--- src/verilog/omb_regs.vh ---
`ifndef OMB_REGS_VH
`define OMB_REGS_VH

// Register byte offsets
`define OMB_CTRL_OFS 8'h00
`define OMB_STAT_OFS 8'h04
`define OMB_IRQ_STAT_OFS 8'h08
`define OMB_IRQ_MASK_OFS 8'h0C
`define OMB_RX_OFS 8'h10

// CTRL fields
`define OMB_CTRL_PS_EN 0
`define OMB_CTRL_PS_LO 1
`define OMB_CTRL_PS_HI 2
`define OMB_CTRL_TM_EN 3
`define OMB_CTRL_CS_EN 4
`define OMB_CTRL_CSO 5
`define OMB_CTRL_UA_EN 6
`define OMB_CTRL_RST 32'h0000_0006

// Interrupt status fields
`define OMB_IRQ_MF 0
`define OMB_IRQ_ALARM_CHG 1
`define OMB_IRQ_REQ_CHG 2
`define OMB_IRQ_W 3

// Multiframe geometry
`define OMB_FRAMES 4'h8
`define OMB_FN_PS1 3'h1
`define OMB_FN_PS2 3'h2
`define OMB_FN_TM 3'h3
`define OMB_FN_CS 3'h4
`define OMB_FN_UA 3'h6
`define OMB_FN_AL 3'h7

`endif

--- src/verilog/omb_overhead_maint.v ---
// Operation
// - Power status bits in frames two, three
// - Power codes 11,10,01,00 as defined
// - Unused power status sends ones
// - Test mode bit frame four, zero active
// - Local maintenance on D/B sets test
// - Unused test mode sends one
// - Cold start bit frame five
// - Activity flag frame seven from user signals
// - Unused activity flag sends one
//
// The register offsets and register access over AXI4-Lite were decided locally.
`timescale 1ns/1ps
`default_nettype none
`include "omb_regs.vh"

module omb_overhead_maint (
    // Clock and reset
    input wire aclk,
    input wire aresetn,
    // AXI4-Lite slave
    input wire [7:0] s_axi_awaddr,
    input wire s_axi_awvalid,
    output wire s_axi_awready,
    input wire [31:0] s_axi_wdata,
    input wire [3:0] s_axi_wstrb,
    input wire s_axi_wvalid,
    output wire s_axi_wready,
    output reg [1:0] s_axi_bresp,
    output reg s_axi_bvalid,
    input wire s_axi_bready,
    input wire [7:0] s_axi_araddr,
    input wire s_axi_arvalid,
    output wire s_axi_arready,
    output reg [31:0] s_axi_rdata,
    output reg [1:0] s_axi_rresp,
    output reg s_axi_rvalid,
    input wire s_axi_rready,
    // Line framing
    input wire frame_start,
    input wire multiframe_start,
    input wire rx_fourth_overhead_bit,
    output reg tx_fourth_overhead_bit,
    input wire terminal_sync_state_signal,
    input wire line_sync_state,
    // Local status
    input wire d_maint_local,
    input wire b1_maint_local,
    input wire b2_maint_local,
    input wire user_activation_request_signal,
    input wire user_sync_frame_signal,
    // Results
    output reg user_activation_request_rx,
    output reg transmission_alarm_rx,
    output wire irq
);

    reg [31:0] ctrl_r;
    reg [2:0] frame_num_r;
    reg [1:0] ps_hold_r;
    reg tm_hold_r;
    reg ua_hold_r;
    reg cso_hold_r;
    reg uareq_acc_r;
    reg alarm_acc_r;
    reg [`OMB_IRQ_W-1:0] irq_stat_r;
    reg [`OMB_IRQ_W-1:0] irq_mask_r;
    reg [7:0] awaddr_r;
    reg aw_have_r;
    reg [31:0] wdata_r;
    reg [3:0] wstrb_r;
    reg w_have_r;

    wire wr_go;
    wire rd_go;
    wire [`OMB_IRQ_W-1:0] ev;
    wire test_mode;
    wire activity;
    wire mf_end;
    wire in_ssig;
    wire ua_slot;
    wire al_slot;
    reg tx_bit;

    // Byte-lane merge of a 32-bit register
    function [31:0] lane_merge;
        input [31:0] old_v;
        input [31:0] new_v;
        input [3:0] strb;
        integer i;
        begin
            lane_merge = old_v;
            for (i = 0; i < 4; i = i + 1) begin
                if (strb[i]) begin
                    lane_merge[i*8 +: 8] = new_v[i*8 +: 8];
                end
            end
        end
    endfunction

    // Word-aligned register offset; the two low address bits are ignored
    function [7:0] word_ofs;
        input [7:0] addr;
        begin
            word_ofs = {addr[7:2], 2'b00};
        end
    endfunction

    // True on the frame_start that opens frame fn; the counter still shows the frame before
    function starts_frame;
        input [2:0] fn;
        input [2:0] cur;
        input fs;
        input mfs;
        begin
            if (mfs) begin
                starts_frame = fs && fn == 3'h0;
            end else begin
                starts_frame = fs && fn == cur + 3'h1;
            end
        end
    endfunction

    // Write address and data may arrive in either order
    assign s_axi_awready = !aw_have_r && !s_axi_bvalid;
    assign s_axi_wready = !w_have_r && !s_axi_bvalid;
    assign wr_go = aw_have_r && w_have_r && !s_axi_bvalid;
    assign s_axi_arready = !s_axi_rvalid;
    assign rd_go = s_axi_arvalid && s_axi_arready;

    always @(posedge aclk) begin
        if (!aresetn) begin
            aw_have_r <= 1'b0;
            w_have_r <= 1'b0;
            awaddr_r <= 8'h00;
            wdata_r <= 32'h0000_0000;
            wstrb_r <= 4'h0;
            s_axi_bvalid <= 1'b0;
            s_axi_bresp <= 2'h0;
        end else begin
            if (s_axi_awvalid && s_axi_awready) begin
                aw_have_r <= 1'b1;
                awaddr_r <= s_axi_awaddr;
            end
            if (s_axi_wvalid && s_axi_wready) begin
                w_have_r <= 1'b1;
                wdata_r <= s_axi_wdata;
                wstrb_r <= s_axi_wstrb;
            end
            if (wr_go) begin
                aw_have_r <= 1'b0;
                w_have_r <= 1'b0;
                s_axi_bvalid <= 1'b1;
                case (word_ofs(awaddr_r))
                    `OMB_CTRL_OFS, `OMB_IRQ_STAT_OFS, `OMB_IRQ_MASK_OFS: begin
                        s_axi_bresp <= 2'h0;
                    end
                    default: begin
                        s_axi_bresp <= 2'h2;
                    end
                endcase
            end else if (s_axi_bvalid && s_axi_bready) begin
                s_axi_bvalid <= 1'b0;
            end
        end
    end

    // Read data is registered; arready stays low until the answer is taken
    always @(posedge aclk) begin
        if (!aresetn) begin
            s_axi_rvalid <= 1'b0;
            s_axi_rdata <= 32'h0000_0000;
            s_axi_rresp <= 2'h0;
        end else if (rd_go) begin
            s_axi_rvalid <= 1'b1;
            s_axi_rresp <= 2'h0;
            case (word_ofs(s_axi_araddr))
                `OMB_CTRL_OFS: s_axi_rdata <= ctrl_r;
                `OMB_STAT_OFS: s_axi_rdata <= {27'h0, frame_num_r, test_mode, activity};
                `OMB_IRQ_STAT_OFS: s_axi_rdata <= {29'h0, irq_stat_r};
                `OMB_IRQ_MASK_OFS: s_axi_rdata <= {29'h0, irq_mask_r};
                `OMB_RX_OFS: s_axi_rdata <= {30'h0, transmission_alarm_rx, user_activation_request_rx};
                default: begin
                    s_axi_rdata <= 32'h0000_0000;
                    s_axi_rresp <= 2'h2;
                end
            endcase
        end else if (s_axi_rvalid && s_axi_rready) begin
            s_axi_rvalid <= 1'b0;
        end
    end

    always @(posedge aclk) begin
        if (!aresetn) begin
            ctrl_r <= `OMB_CTRL_RST;
        end else if (wr_go && word_ofs(awaddr_r) == `OMB_CTRL_OFS) begin
            ctrl_r <= lane_merge(ctrl_r, wdata_r, wstrb_r) & 32'h0000_007F;
        end
    end

    // Mask lives in byte 0; a write without that lane leaves it alone
    always @(posedge aclk) begin
        if (!aresetn) begin
            irq_mask_r <= {`OMB_IRQ_W{1'b0}};
        end else if (wr_go && word_ofs(awaddr_r) == `OMB_IRQ_MASK_OFS && wstrb_r[0]) begin
            irq_mask_r <= wdata_r[`OMB_IRQ_W-1:0];
        end
    end

    // Frame counter; power, test mode and activity bits are transmitted in the synchronized state only
    assign mf_end = frame_start && frame_num_r == `OMB_FN_AL;
    assign ua_slot = starts_frame(`OMB_FN_UA, frame_num_r, frame_start, multiframe_start);
    assign al_slot = starts_frame(`OMB_FN_AL, frame_num_r, frame_start, multiframe_start);
    always @(posedge aclk) begin
        if (!aresetn) begin
            frame_num_r <= 3'h0;
        end else if (multiframe_start) begin
            frame_num_r <= 3'h0;
        end else if (frame_start) begin
            frame_num_r <= frame_num_r + 3'h1;
        end
    end

    assign test_mode = d_maint_local | b1_maint_local | b2_maint_local;
    assign activity = user_activation_request_signal | user_sync_frame_signal;
    assign in_ssig = terminal_sync_state_signal;

    // Each setting is snapped at multiframe start so its bit is stable for a whole multiframe
    always @(posedge aclk) begin
        if (!aresetn) begin
            ps_hold_r <= 2'b11;
        end else if (multiframe_start) begin
            ps_hold_r <= (ctrl_r[`OMB_CTRL_PS_EN] && in_ssig) ?
                ctrl_r[`OMB_CTRL_PS_HI:`OMB_CTRL_PS_LO] : 2'b11;
        end
    end

    // Outside the synchronized state the flag idles at one, as if unused
    always @(posedge aclk) begin
        if (!aresetn) begin
            tm_hold_r <= 1'b1;
        end else if (multiframe_start) begin
            tm_hold_r <= (ctrl_r[`OMB_CTRL_TM_EN] && in_ssig) ? !test_mode : 1'b1;
        end
    end

    // Activity from either user signal, one when the function is off
    always @(posedge aclk) begin
        if (!aresetn) begin
            ua_hold_r <= 1'b1;
        end else if (multiframe_start) begin
            ua_hold_r <= (ctrl_r[`OMB_CTRL_UA_EN] && in_ssig) ? activity : 1'b1;
        end
    end

    // Start-up capability is a fixed property, so it ignores the sync state
    always @(posedge aclk) begin
        if (!aresetn) begin
            cso_hold_r <= 1'b0;
        end else if (multiframe_start) begin
            cso_hold_r <= ctrl_r[`OMB_CTRL_CS_EN] && ctrl_r[`OMB_CTRL_CSO];
        end
    end

    always @* begin
        case (frame_num_r)
            `OMB_FN_PS1: begin
                tx_bit = ps_hold_r[1];
            end
            `OMB_FN_PS2: begin
                tx_bit = ps_hold_r[0];
            end
            `OMB_FN_TM: begin
                tx_bit = tm_hold_r;
            end
            `OMB_FN_CS: begin
                tx_bit = cso_hold_r;
            end
            `OMB_FN_UA: begin
                tx_bit = ua_hold_r;
            end
            // Frames without a bit of ours idle at one
            default: begin
                tx_bit = 1'b1;
            end
        endcase
    end

    // Registered so the line sees a clean bit one cycle after the counter moves
    always @(posedge aclk) begin
        if (!aresetn) begin
            tx_fourth_overhead_bit <= 1'b1;
        end else begin
            tx_fourth_overhead_bit <= tx_bit;
        end
    end

    // Received bits are taken as their own frame opens; line idles them at one when unused
    always @(posedge aclk) begin
        if (!aresetn) begin
            uareq_acc_r <= 1'b1;
        end else if (ua_slot) begin
            uareq_acc_r <= rx_fourth_overhead_bit;
        end
    end

    // A line out of sync forces the alarm low whatever the bit says
    always @(posedge aclk) begin
        if (!aresetn) begin
            alarm_acc_r <= 1'b1;
        end else if (al_slot) begin
            alarm_acc_r <= rx_fourth_overhead_bit && line_sync_state;
        end
    end

    // Results move only at the multiframe boundary
    always @(posedge aclk) begin
        if (!aresetn) begin
            user_activation_request_rx <= 1'b1;
            transmission_alarm_rx <= 1'b1;
        end else if (mf_end) begin
            user_activation_request_rx <= uareq_acc_r;
            transmission_alarm_rx <= alarm_acc_r;
        end
    end

    // Events: set wins over write-one-to-clear
    assign ev[`OMB_IRQ_MF] = mf_end;
    assign ev[`OMB_IRQ_ALARM_CHG] = mf_end && (alarm_acc_r != transmission_alarm_rx);
    assign ev[`OMB_IRQ_REQ_CHG] = mf_end && (uareq_acc_r != user_activation_request_rx);

    always @(posedge aclk) begin
        if (!aresetn) begin
            irq_stat_r <= {`OMB_IRQ_W{1'b0}};
        end else if (wr_go && word_ofs(awaddr_r) == `OMB_IRQ_STAT_OFS && wstrb_r[0]) begin
            irq_stat_r <= (irq_stat_r & ~wdata_r[`OMB_IRQ_W-1:0]) | ev;
        end else begin
            irq_stat_r <= irq_stat_r | ev;
        end
    end

    // Level output: stays high until software clears every unmasked bit
    assign irq = |(irq_stat_r & irq_mask_r);

endmodule // omb_overhead_maint
`default_nettype wire

--- config.mk ---
export PLATFORM = sky130hd
export DESIGN_NAME = omb_overhead_maint
export DESIGN_NICKNAME = d
export VERILOG_FILES = /design/src/verilog/omb_overhead_maint.v
export VERILOG_INCLUDE_DIRS = /design/src /design/src/verilog
export SDC_FILE = /design/constraint.sdc
export NUM_CORES = 1
export LEC_CHECK = 0
export BUFFER_PORTS_ARGS = -buffer_cell sky130_fd_sc_hd__buf_4
export CAP_MARGIN = 20
export CORE_AREA = 2 2 81 83
export CTS_CLUSTER_SIZE = 16
export DETAILED_ROUTE_END_ITERATION = 16
export DIE_AREA = 0 0 83 85
export GPL_TIMING_DRIVEN = 0
export PLACE_DENSITY_LB_ADDON = 0.3
export SETUP_SLACK_MARGIN = 0.05
export SYNTH_ARGS = -nofsm -noshare
export SYNTH_HDL_FRONTEND = slang
export SYNTH_SLANG_ARGS = --single-unit
--- constraint.sdc ---
create_clock -name aclk -period 1.6 [get_ports aclk]
set_input_delay 0.08 -clock aclk [delete_from_list [all_inputs] [get_ports aclk]]
set_output_delay 0.08 -clock aclk [all_outputs]
set_load 0.01 [all_outputs]
Word level (Yosys, flattened, before mapping)
Index checks and enable logic that the tools add are counted.
{"block": "op_classes", "addsub": 1, "n_eq_ne": 16, "muxes": 14, "n_bitwise": 9, "n_reduce_logical": 39}
{"cell": "$pmux 7 s5", "n": 1}
{"cell": "$eq 6x2->1 const B", "n": 4}
{"cell": "$logic_and 1x1->1", "n": 24}
{"cell": "$logic_not 6->1", "n": 2}
{"cell": "$eq 3x3->1 const B", "n": 3}
{"cell": "$mux 1", "n": 8}
{"cell": "$and 3x3->3", "n": 2}
{"cell": "$eq 3x2->1 const B", "n": 2}
{"cell": "$eq 3x3->1 const A", "n": 2}
{"cell": "$eq 6x1->1 const B", "n": 1}
{"cell": "$eq 6x3->1 const B", "n": 1}
{"cell": "$mux 2", "n": 3}
{"cell": "$or 3x3->3", "n": 2}
{"cell": "$reduce_or 3->1", "n": 2}
{"cell": "$logic_not 1->1", "n": 5}
{"cell": "$pmux 1 s5", "n": 1}
{"cell": "$reduce_or 5->1", "n": 1}
{"cell": "$reduce_bool 2->1", "n": 2}
{"cell": "$reduce_or 2->1", "n": 2}
{"cell": "$add 3x1->3 const B", "n": 1}
{"cell": "$eq 3x1->1 const B", "n": 1}
{"cell": "$mux 3", "n": 1}
{"cell": "$not 3->3", "n": 1}
{"cell": "$or 1x1->1", "n": 3}
{"cell": "other kinds (3)", "n": 4}
{"block": "totals", "regBits": 82, "wordCells": 102}

Depth between registers and ports, before layout
{"block": "depth", "word_depth": 5, "mapped_depth": 6, "depth_no_buf": 6}

Worst setup path before layout
OpenSTA, ideal clock, no wires.
{"block": "synth_path", "path_kind": "flip-flop to flip-flop", "start": "register frame_num_r[0]", "end": "register alarm_acc_r", "setup_ns": 0.137, "arrival_time_ns": 1.415, "required_time_ns": 1.463, "path_slack_ns": 0.048, "stages_incl_launch_ff": 7, "n_path_buf": 0, "synth_period_minus_slack_ns": 1.552, "cell_sequence": "dfxtp_1 > ha_1 > ha_1 > nor3b_1 > nand2_1 > a21oi_1 > o21ai_0"}
{"block": "synth_via", "elab_chain_cells": 4}
{"element": "start, declared", "line_no": "omb_overhead_maint.v:59", "rtl": "reg [2:0] frame_num_r;"}
{"element": "start signal, assigned", "line_no": "omb_overhead_maint.v:220", "rtl": "frame_num_r <= frame_num_r + 3'h1;"}
{"element": "$add 3x1->3", "line_no": "omb_overhead_maint.v:119", "rtl": "starts_frame = fs && fn == cur + 3'h1;"}
{"element": "$eq 3x3->1", "line_no": "omb_overhead_maint.v:119"}
{"element": "$logic_and 1x1->1", "line_no": "omb_overhead_maint.v:119"}
{"element": "$mux 1", "line_no": "omb_overhead_maint.v:116", "rtl": "if (mfs) begin"}
{"element": "end signal, assigned", "line_no": "omb_overhead_maint.v:312", "rtl": "alarm_acc_r <= rx_fourth_overhead_bit && line_sync_state;"}
{"element": "end, declared", "line_no": "omb_overhead_maint.v:65", "rtl": "reg alarm_acc_r;"}
No other way between the ends.
A chain may end at the register's enable or synchronous reset.

Final worst setup path
{"block": "layout_path", "start": "register frame_num_r[1]", "end": "register alarm_acc_r"}
Same word-level chain as after synthesis.

==> results by stage <==
GRT:
- The global-route usage over all layers is 17.4%.
- The initial antenna violation count is 0.
- The via count of the first global-routing pass came to 2119.
- The maximum number of pins on one net before global-route repair is 18.
- The leftover overflow at the end of global routing is 0.
- The global-route wire length before repair is 9940 um.

Synthesis:
- The number of different library cells used by synthesis comes to 43.
- The mean instance size in the synthesized netlist is 8.55 um^2.
- Ranked by total cell area, the synthesized netlist is headed by sky130_fd_sc_hd__dfxtp_1 (42%), sky130_fd_sc_hd__buf_4 (8.0%), sky130_fd_sc_hd__nand2_1 (6.4%).
- The post-synth design cell area is 0.00254 mm^2.
- In this run, synthesis inferred 0 flip-flops with an integrated enable.
- The commonest register cell after synthesis is sky130_fd_sc_hd__dfxtp_1.
- The gate count after technology mapping is 297.
- The number of warnings issued by yosys is 0.
- Ranked by instance count, the synthesized netlist is headed by sky130_fd_sc_hd__dfxtp_1 (53), sky130_fd_sc_hd__nand2_1 (43), sky130_fd_sc_hd__nor2_1 (28).
- After synthesis, flip-flops and latches occupy 41.8% of the total area.
- The most common cell in the synthesized netlist is sky130_fd_sc_hd__dfxtp_1.
- The dominant cell type by area after synthesis is sky130_fd_sc_hd__dfxtp_1.
- In the synthesized netlist the async set-or-reset flop fraction comes to 0%.
- The number of synthesized register bits is 53.
- The share of the synthesized area in the top cell type is 41.8%.

Job:
- Max-cap violations in this run came to 0.

Die:
- Pin placement for this block handled 114 I/O pins.
- Once the floorplan was initialized, standard cells occupied 40.9% of the core.
- The die covers 0.00706 mm^2.
- The floorplan row count is 29.
- The die is 83 um wide.
- The area of the core region is 0.00620 mm^2.
- The height of the die is 85 um.

Clocking:
- Counting every sink on the clock net gives 53.
- The cell at the root of the clock tree is sky130_fd_sc_hd__clkbuf_8.
- The maximum count of clock buffers along a single path is 2.
- The clock insertion delay at the later pin of the skew report is 0.31 ns.
- Clock-pin slew was measured on the worst setup and hold paths at 0.09 ns.
- Counting the buffers created by CTS gives 5.
- The clock tree from TritonCTS is yes.
- The H-tree was split into 2 levels.

Routing:
- Detailed routing inserted a total of 2284 vias.
- The post-detailed-route via-to-cell ratio is 4.83.
- The first-pass detailed-route iteration total is 4.
- The detail route stage leaves a number of antenna-violating nets equal to 0.
- The total DRC errors in the routed layout is 0.
- After detailed routing, the average wire length per cell comes to 12.6 um.
- The final wirelength is 5970 um.
- For this block, the initial DRC count from the detailed router was 145.

Timing:
- After layout, the worst path uses 91.1% of the clock period.
- The pin slew with the least headroom to its limit is 0.594 ns.
- The number of max-slew violations in the final report was 0.
- The worst path setup slack after routing is 0.142 ns.
- Setup repair after global routing could not meet its margin everywhere.
- Setup violations remaining at the end of the flow were counted as 0.
- The maximum clock frequency is 686 MHz.
- The clock period minus final worst setup slack is 1.46 ns.
- The hold violation count in the final report is 0.
- The clock skew after layout is 0.00654 ns.
- Measured against its own limit, the worst slew margin works out to 60.4%.

Power:
- The power density over cell area is 850 mW/mm^2.
- The leakage power total is 1.53 nW.
- Across the VDD grid, the largest voltage drop is 0.000609 V.
- The post-layout total power is 2.92 mW.

Cells and area:
- The layout has 613 filler cells.
- From synthesis to final layout, the design area changed by 35.2%.
- Of the cells placed in the final design, the portion with a size suffix greater than 1 is 27.8%.
- The number of antenna diodes in the final layout is 0.
- The total number of nets in the final design is 470.
- Across the whole layout, storage elements account for 0.00107 mm^2.
- The total area of multi-input combinational cells is 0.00131 mm^2.

Setup path:
- The worst setup path is captured at a flip-flop.
- The data required time at the worst endpoint is 1.78 ns.
- The worst setup path is of the reg -> reg kind.
- The critical path goes through ha_2, ha_4, nor3b_4, nand2_1, a21oi_1, o21ai_0.
- The highest fanout seen on the critical path is 6.
- The slowest library cell on the worst path is sky130_fd_sc_hd__dfxtp_2.
- Counting both buffers and inverters, the worst setup path holds a total of 0.
- The worst setup path is launched from a flip-flop.
- On the worst path, the slowest cell contributes a delay of 0.39 ns.
- The cell family contributing the most delay on the critical path is adder cells.
- The worst register-to-register path has a depth of 6.
- The critical path depth is 6.
- The signal arrival time at the worst endpoint is 1.63 ns.

Worst hold path:
- The class of the worst hold path is in -> reg.
- The worst hold path was traced through 3 stages.

Place:
- At the placement stage, the worst setup path has a slack of -0.0693 ns.
- The weighted congestion reported at the end of routability-driven placement is 0.769.
- The number of port buffers is 51.
- The placed wire-length estimate after detailed placement is 4460 um.

Status:
- The flow ran to the end, and the final reports show no timing, DRC or antenna violations.
cells by family (layout without fill, tap and decap cells):
family | after synthesis | after routing | synth area share [%]
compound gates | 48 | 48 | 11.1
xor+xnor | 3 | 3 | 1.03
fa+ha+maj | 6 | 6 | 2.96
buf+inv | 48 | 121 | 11.7
flops | 53 | 53 | 41.8
mux | 17 | 17 | 7.29
other cells | 1 | 27 | 0.148
simple gates | 121 | 121 | 24.0
through the flow:
step / hold WS [ns] / cell area, um^2 / cells / TNS, ns / util (%)
floorplan: 0.216 / 2640 / 323 / 0 / -
global placement: 0.312 / 3120 / 451 / 0 / 50.3
detailed placement: 0.328 / 3120 / 451 / -0.0857 / 50.3
CTS: 0.00144 / 3420 / 473 / 0 / 55.1
global route: 0.0130 / 3430 / 473 / 0 / 55.4
finish: 0.0161 / 3430 / 473 / 0 / 55.4
power breakdown:
part	total (mW)	internal (mW)	leakage, nW	switching [mW]
Sequential	1.40	1.36	0.433	0.0383
Clock	1.09	0.630	0.0687	0.459
Combinational	0.432	0.224	1.03	0.208
Total	2.92	2.21	1.53	0.704
cell usage in the layout (no fill, tap or decap), types with 2 or more instances in the layout:
master and instances:
sky130_fd_sc_hd__inv_1 6, sky130_fd_sc_hd__clkbuf_8 6, sky130_fd_sc_hd__buf_2 5, sky130_fd_sc_hd__nor2b_1 2
sky130_fd_sc_hd__nand4b_1 2, sky130_fd_sc_hd__nand2_1 43, sky130_fd_sc_hd__and2_1 2, sky130_fd_sc_hd__buf_4 80
sky130_fd_sc_hd__dlygate4sd3_1 13, sky130_fd_sc_hd__nand3_1 14, sky130_fd_sc_hd__bufinv_16 2, sky130_fd_sc_hd__a21oi_1 21
sky130_fd_sc_hd__dfxtp_2 2, sky130_fd_sc_hd__a311oi_1 3, sky130_fd_sc_hd__o21ai_0 13, sky130_fd_sc_hd__nand4_1 2
sky130_fd_sc_hd__nor4b_1 2, sky130_fd_sc_hd__nor3_1 8, sky130_fd_sc_hd__xor2_1 2, sky130_fd_sc_hd__nor4_4 2
sky130_fd_sc_hd__mux2_2 2, sky130_fd_sc_hd__nor2_1 28, sky130_fd_sc_hd__conb_1 27, sky130_fd_sc_hd__ha_1 4
sky130_fd_sc_hd__clkbuf_1 8, sky130_fd_sc_hd__a22oi_1 4, sky130_fd_sc_hd__mux2i_1 14, sky130_fd_sc_hd__nand2b_1 6
sky130_fd_sc_hd__dfxtp_1 50
state kept, by name, indices dropped and copies added (netlist names), 2 cells and up:
name and flops:
irq_stat_r 3, frame_num_r 3, ps_hold_r 2, s_axi_rdata 7, awaddr_r 6, wdata_r 7, ctrl_r 7, irq_mask_r 3
cell type report:
type                       instances  share of cell area (%)
timing repair buffer              66                    15.4
sequential                        53                    31.1
tap                               77                    2.81
multi-input combinational        222                    38.2
buffer                            41                    7.91
clock inverter                     3                    2.00
inverter                           6                   0.656
clock buffer                       5                    2.00
tightest hold or removal path, stage by stage:
cell and delay [ns]:
sky130_fd_sc_hd__buf_4 0.11, sky130_fd_sc_hd__nand2_1 0.05, sky130_fd_sc_hd__a21oi_1 0.05
routing by layer:
| metal | part of all wire, % | vias to the layer above | track usage (%) |
|---|---|---|---|
| li1 | - | 1161 | - |
| met1 | 42 | 1043 | 21.2 |
| met2 | 50 | 70 | 30.3 |
| met3 | 6.4 | 10 | 3.50 |
| met4 | 1.8 | 0 | 6.86 |
| met5 | 0 | - | 0 |
final timing paths:
path                                     to  slack, ns            from
worst max-delay path            alarm_acc_r       0.14  frame_num_r[1]
worst min-delay path             wdata_r[3]       0.02  s_axi_wdata[3]
worst max register to register  alarm_acc_r       0.14  frame_num_r[1]
worst min register to register   wdata_r[5]       0.46      wdata_r[5]
timing repair:
action                     4_1_cts  5_1_grt
pin swaps                        1        1
hold endpoints to repair        13        0
hold buffers                    13        0
resized for setup                4        5
setup endpoints to repair        5        9
cloned                           0        0
buffers inserted                 2        0
(Power assumes the default switching activity.)
